==> src/rtl/btt_consts.vh <==
// register offsets, field positions and reset values for the bank trim / timestamp block
`ifndef BTT_CONSTS_VH
`define BTT_CONSTS_VH
`define BTT_ADDR_W 12
`define BTT_OFF_B3_ZERO 12'h132
`define BTT_OFF_B3_M90 12'h133
`define BTT_OFF_B4_ZERO 12'h142
`define BTT_OFF_B4_M90 12'h143
`define BTT_OFF_B5_ZERO 12'h152
`define BTT_OFF_B5_M90 12'h153
`define BTT_OFF_LSB_CTRL 12'h160
`define BTT_OFF_CFG 12'h170
`define BTT_LSB_CTRL_RST 8'h00
`define BTT_CFG_RST 8'h00
`define BTT_TS_EN_BIT 0
`define BTT_CFG_PHASE_BIT 0
`define BTT_CFG_CALST_BIT 1
`define BTT_CFG_TSRX_BIT 2
`define BTT_ILA_CS_VALUE 2'h0
`define BTT_TRIM_DEFAULT 8'h80
`endif

==> src/rtl/btt_delay_line.v <==
// fixed-latency delay line for the timestamp marker
`timescale 1ns/1ps
`default_nettype none
module btt_delay_line #(
    parameter DEPTH = 4
) (
    input wire clk_sys_in,
    input wire rst_n_in,
    input wire d_in,
    output wire q_out
);
    reg [DEPTH-1:0] pipe_r;
    always @(posedge clk_sys_in or negedge rst_n_in) begin
        if (!rst_n_in) begin
            pipe_r <= {DEPTH{1'b0}};
        end else begin
            pipe_r <= {pipe_r[DEPTH-2:0], d_in};
        end
    end
    assign q_out = pipe_r[DEPTH-1];
endmodule
`default_nettype wire

==> src/rtl/btt_top.v <==
// bank sampling-time trim registers and timestamp-on-lsb sample path
// Function
// - banks 3-5 each have an 8-bit RW trim used in zero-degree phase.
// - banks 3-5 each have a second 8-bit RW trim for minus-90 phase.
// - trims load factory values at reset; writes replace and take effect.
// - timestamp enable bit 0 replaces every sample lsb with the timestamp.
// - timestamp wins over calibration-state indication on the lsb.
// - timestamp is delayed by the same latency as the samples.
// - lane alignment control-bit count is always reported as zero.
//
// Local design decision: the strobed register port.
`include "btt_consts.vh"
`timescale 1ns/1ps
`default_nettype none
module btt_top #(
    parameter NUM_BANKS = 3,
    parameter SAMPLE_W = 8,
    parameter LATENCY = 4,
    parameter [8*NUM_BANKS-1:0] FACTORY_ZERO = {3{`BTT_TRIM_DEFAULT}},
    parameter [8*NUM_BANKS-1:0] FACTORY_M90 = {3{`BTT_TRIM_DEFAULT}}
) (
    input wire clk_sys_in,
    input wire rst_n_in,
    input wire [`BTT_ADDR_W-1:0] addr_in,
    input wire [7:0] wdata_in,
    input wire wr_in,
    input wire rd_in,
    output reg [7:0] rdata_out,
    input wire [SAMPLE_W-1:0] sample_in,
    input wire timestamp_in,
    input wire cal_state_in,
    output reg [SAMPLE_W-1:0] sample_out,
    output reg [8*NUM_BANKS-1:0] bank_trim_out,
    output reg timestamp_receiver_enable_out,
    output reg [1:0] ila_cs_out
);
    reg [7:0] trim_zero_r [0:NUM_BANKS-1];
    reg [7:0] trim_m90_r [0:NUM_BANKS-1];
    reg [7:0] sample_lsb_control_r;
    reg [7:0] cfg_r;
    reg [7:0] rdata_nxt;
    reg [SAMPLE_W-1:0] samp_pipe_r [0:LATENCY-1];
    reg [SAMPLE_W-1:0] sample_nxt;
    reg [8*NUM_BANKS-1:0] trim_nxt;
    reg cal_pipe_r [0:LATENCY-1];
    wire ts_delayed;
    wire ts_en;
    wire cal_en;
    integer i;
    integer j;
    integer k;

    assign ts_en = sample_lsb_control_r[`BTT_TS_EN_BIT];
    assign cal_en = cfg_r[`BTT_CFG_CALST_BIT];

    // per-bank trim storage; offsets step by 0x10 per bank from bank 3
    genvar g;
    generate
        for (g = 0; g < NUM_BANKS; g = g + 1) begin : g_bank
            wire [`BTT_ADDR_W-1:0] off_zero;
            wire [`BTT_ADDR_W-1:0] off_m90;
            // sums are formed at 32 bits and cut to the address width on purpose
            wire [31:0] off_zero_w;
            wire [31:0] off_m90_w;
            assign off_zero_w = `BTT_OFF_B3_ZERO + g * 16;
            assign off_m90_w = `BTT_OFF_B3_M90 + g * 16;
            assign off_zero = off_zero_w[`BTT_ADDR_W-1:0];
            assign off_m90 = off_m90_w[`BTT_ADDR_W-1:0];
            always @(posedge clk_sys_in or negedge rst_n_in) begin
                if (!rst_n_in) begin
                    trim_zero_r[g] <= FACTORY_ZERO[8*g +: 8];
                    trim_m90_r[g] <= FACTORY_M90[8*g +: 8];
                end else if (wr_in) begin
                    if (addr_in == off_zero) begin
                        trim_zero_r[g] <= wdata_in;
                    end
                    if (addr_in == off_m90) begin
                        trim_m90_r[g] <= wdata_in;
                    end
                end
            end
        end
    endgenerate

    always @(posedge clk_sys_in or negedge rst_n_in) begin
        if (!rst_n_in) begin
            sample_lsb_control_r <= `BTT_LSB_CTRL_RST;
            cfg_r <= `BTT_CFG_RST;
        end else if (wr_in) begin
            if (addr_in == `BTT_OFF_LSB_CTRL) begin
                sample_lsb_control_r <= wdata_in;
            end
            if (addr_in == `BTT_OFF_CFG) begin
                cfg_r <= wdata_in;
            end
        end
    end

    always @* begin
        rdata_nxt = 8'h00;
        for (i = 0; i < NUM_BANKS; i = i + 1) begin
            if (addr_in == `BTT_OFF_B3_ZERO + i * 16) begin
                rdata_nxt = trim_zero_r[i];
            end
            if (addr_in == `BTT_OFF_B3_M90 + i * 16) begin
                rdata_nxt = trim_m90_r[i];
            end
        end
        if (addr_in == `BTT_OFF_LSB_CTRL) begin
            rdata_nxt = sample_lsb_control_r;
        end
        if (addr_in == `BTT_OFF_CFG) begin
            rdata_nxt = cfg_r;
        end
    end

    // read data valid only in the cycle after the strobe, zero otherwise
    always @(posedge clk_sys_in or negedge rst_n_in) begin
        if (!rst_n_in) begin
            rdata_out <= 8'h00;
        end else begin
            rdata_out <= rd_in ? rdata_nxt : 8'h00;
        end
    end

    // active trim follows the selected clock phase
    always @* begin
        trim_nxt = {8*NUM_BANKS{1'b0}};
        for (j = 0; j < NUM_BANKS; j = j + 1) begin
            if (cfg_r[`BTT_CFG_PHASE_BIT]) begin
                trim_nxt[8*j +: 8] = trim_m90_r[j];
            end else begin
                trim_nxt[8*j +: 8] = trim_zero_r[j];
            end
        end
    end

    // sample path pipeline models the converter latency
    always @(posedge clk_sys_in or negedge rst_n_in) begin
        if (!rst_n_in) begin
            for (k = 0; k < LATENCY; k = k + 1) begin
                samp_pipe_r[k] <= {SAMPLE_W{1'b0}};
                cal_pipe_r[k] <= 1'b0;
            end
        end else begin
            samp_pipe_r[0] <= sample_in;
            cal_pipe_r[0] <= cal_state_in;
            for (k = 1; k < LATENCY; k = k + 1) begin
                samp_pipe_r[k] <= samp_pipe_r[k-1];
                cal_pipe_r[k] <= cal_pipe_r[k-1];
            end
        end
    end

    // same depth as the sample pipe so marks line up with their sample
    btt_delay_line #(
        .DEPTH(LATENCY)
    ) u_ts_delay (
        .clk_sys_in(clk_sys_in),
        .rst_n_in(rst_n_in),
        .d_in(timestamp_in),
        .q_out(ts_delayed)
    );

    always @* begin
        sample_nxt = samp_pipe_r[LATENCY-1];
        if (ts_en) begin
            sample_nxt[0] = ts_delayed;
        end else if (cal_en) begin
            sample_nxt[0] = cal_pipe_r[LATENCY-1];
        end
    end

    always @(posedge clk_sys_in or negedge rst_n_in) begin
        if (!rst_n_in) begin
            sample_out <= {SAMPLE_W{1'b0}};
            bank_trim_out <= {8*NUM_BANKS{1'b0}};
            timestamp_receiver_enable_out <= 1'b0;
            ila_cs_out <= `BTT_ILA_CS_VALUE;
        end else begin
            sample_out <= sample_nxt;
            bank_trim_out <= trim_nxt;
            // software owns this bit; timestamps need it set too
            timestamp_receiver_enable_out <= cfg_r[`BTT_CFG_TSRX_BIT];
            ila_cs_out <= `BTT_ILA_CS_VALUE;
        end
    end
endmodule
`default_nettype wire

==> config.mk <==
export PLATFORM = sky130hd
export DESIGN_NAME = btt_top
export DESIGN_NICKNAME = d
export VERILOG_FILES = /design/src/rtl/btt_delay_line.v /design/src/rtl/btt_top.v
export VERILOG_INCLUDE_DIRS = /design/src /design/src/rtl
export SDC_FILE = /design/constraint.sdc
export NUM_CORES = 1
export LEC_CHECK = 0
export BUFFER_PORTS_ARGS = -buffer_cell sky130_fd_sc_hd__buf_4
export CORE_MARGIN = 8
export CORE_UTILIZATION = 55
export DETAILED_ROUTE_END_ITERATION = 8
export PLACE_DENSITY_LB_ADDON = 0.3
export SLEW_MARGIN = 0
export SYNTH_ARGS = -nofsm -noshare
export SYNTH_HDL_FRONTEND = slang
export SYNTH_SLANG_ARGS = --single-unit
==> constraint.sdc <==
create_clock -name clk_sys_in -period 1.6 [get_ports clk_sys_in]
set_input_delay 0.08 -clock clk_sys_in [delete_from_list [all_inputs] [get_ports clk_sys_in]]
set_output_delay 0.08 -clock clk_sys_in [all_outputs]
set_load 0.05 [all_outputs]
==> metrics.cfg <==
[final_layout]
num_antenna_cells = 0
utilization_pct = 75.66
area_growth_pct = 35.41
fillers = 622
mostFrequentLayoutCells = dfrtp_1, buf_4, mux2_2
fin_nets = 570
final_common_cell = dfrtp_1
layout-drive-gt1-share_pct = 48.36

[floorplanning]
io-pin-count = 77
die_area_um2 = 13910
die_w_um = 118.0
num_rows = 37
core_um2 = 10230
die_y_um = 118.0
initial_core_util_pct = 55.88

[worst_setup_path]
cpPeakStageDelay_ns = 0.67
reg2reg_from = trim_m90_r[15]
cp-end-kind = flip-flop
startpoint_type = input pin
path_buf_inv = 1
reg2reg_slack_ns = 0.25
cp.depth = 4
cp_cell_sequence = buf_4 -> or4_4 -> or4_4 -> mux2_4
crit_top_cell = or4_4
critPathTopFamily = simple AND/OR/NAND/NOR gates
cp-endpoint = trim_zero_r[10]
worstSetupStartpoint = addr_in[3]
reg2regPathDepth = 4
cpMaxStageDelayCell = or4_4
worstPathMaxFanout = 8
criticalPathCategory = input pin to flip-flop
timing.rr.end = rdata_out[7]
arrival_ns = 1.77
worstPathRequired_ns = 2.01

[clocking]
cts_buffers = 17
postCtsResizedCells = 0
cts.clk_slew.worst_paths_ns = 0.06
cts_root_buf = clkbuf_8
cts_tree = done
ctsLongestPathBuffers = 2
clk_latency_ns = 0.53
cts-htree-levels = 4
clock-sinks = 145

[job]
cap_violations = 0

[detailed_routing]
vias_per_cell = 5.639
vias = 3857
wl_mm = 14.35
ant_nets = 0
routedWlPerCell_um = 20.98
first_pass_iters = 8
drt_iter0_drc = 293
route.detailed.drc = 0

[placed_design]
gp_congestion = 0.8980
dp_slack_ns = -0.2886
detailed_place_hpwl_mm = 9.575
portBuffers = 74

[sta]
fin_ws_ns = 0.2456
min_period_ns = 1.354
period_share_pct = 84.65
final_max_slew_viol_count = 0
tightest_slew_ns = 0.5863
setup_viol_count_final = 0
skew_ns = 0.005675
fmax_mhz = 738.3
rsz0062_at_grt = no
hold_violations = 0
slew_headroom_pct = 60.74
whs_ns = 0.07680

[worst_hold_path]
hold_path_class = input pin to asynchronous set/reset pin

[synthesis]
synth_edf_count = 0
synth_cell_types = 54
synthDominantCellAreaShare_pct = 60.84
syn_area_um2 = 5717
yosysTopAreaCell = dfrtp_1
synth_flop_cell = dfrtp_1
postSynthAreaPerCell_um2 = 14.81
syn_inst = 386
synthTopCellsByArea = dfrtp_1, mux2_2, dfstp_2, mux2_1, mux2_4
yosys_warnings = 0
synthArstFlopShare_pct = 100.0
ys_ff_latch = 145
synth-seq-area-share_pct = 63.60

[global_route]
grt_max_degree = 54
grt_pass1_vias = 4191
overflow = 0
track_usage_pct = 21.74
antenna_found_initial = 0
grt_pass1_wl_mm = 23.28

[power_and_ir_drop]
ir_worst_vdd_mv = 0.8925
p_leak_nw = 3.737
power_density_nw_per_um2 = 1102

[run_status]
outcome = completed

-- sequential cells by signal, summed over array words and instances, names as in the netlist --
signal / cells
trim_m90_r: 24
bank_trim_out: 24
sample_lsb_control_r: 8
trim_zero_r: 24
u_ts_delay.pipe_r: 4
cal_pipe_r: 4
cfg_r: 8
samp_pipe_r: 32
rdata_out: 8
sample_out: 8
timestamp_receiver_enable_out: 1
-- per-layer routing --
metal / global-route usage (%) / up-vias / part of all wire, %
li1: - / 1718 / -
met1: 27.57 / 1964 / 42
met2: 34.62 / 151 / 50
met3: 5.612 / 24 / 5.8
met4: 9.528 / 0 / 1.9
met5: 0 / - / 0
-- final cells by class --
cell class                      count  area, µm²  area share (%)
Clock inverter                     11      201.4           2.602
Multi-Input combinational cell    214       2013           26.01
Clock buffer                       20      435.4           5.625
Tap cell                          136      170.2           2.198
Timing Repair Buffer              150       1255           16.21
Inverter                            8      30.03          0.3879
Sequential cell                   145       3636           46.97
-- power breakdown --
group,internal [W],total (W),switching (W)
Clock,0.00275,0.00427,0.00152
Sequential,0.00374,0.00377,0.0000252
Combinational,0.000207,0.000497,0.000290
-- logic make-up (layout without fill, tap and decap cells) --
group | count (synthesis) | in the layout | share of synthesized area (%)
and+or+nand+nor | 62 | 62 | 7.530
other | 1 | 2 | 0.06560
AOI/OAI and AO/OA | 50 | 50 | 6.479
buffers and inverters | 28 | 189 | 2.145
DFF | 145 | 145 | 63.60
muxes | 100 | 100 | 20.18
-- cell usage after synthesis (5+ instances only) --
master / number
o32ai_1: 6
nor2_1: 7
nand3_1: 6
dfstp_2: 6
mux2_4: 8
dfrtp_1: 139
inv_1: 8
nand2b_1: 6
mux2_1: 13
a21oi_1: 8
a22oi_1: 5
nand2_1: 9
clkbuf_1: 8
buf_2: 5
o21ai_0: 7
mux2_2: 77
-- metrics by stage --
stage / power, W / cells / setup TNS [ns] / instance area [µm²]
2_1_floorplan: 0.004005 / 387 / -1.452 / 5799
3_3_place_gp: 0.004272 / 633 / -10.44 / 6904
3_5_place_dp: 0.004285 / 633 / -10.57 / 6904
4_1_cts: 0.008588 / 684 / 0 / 7741
5_1_grt: 0.008811 / 684 / 0 / 7741
6_report: 0.008532 / 684 / 0 / 7741
-- worst min path at each step --
stage	start	endpoint	depth (start not counted)
CTS	wr_in	cfg_r[4]	4
finish	rst_n_in	samp_pipe_r[20]	2
detailed placement	rst_n_in	sample_out[2]	1
global route	wr_in	cfg_r[4]	4
global placement	rst_n_in	sample_out[2]	1
floorplan	rst_n_in	bank_trim_out[0]	0
-- what timing repair did --
action,CTS,global route
hold buffers,20,0
hold endpoints to repair,216,0
setup buffers,0,0
(Power assumes the default switching activity.)
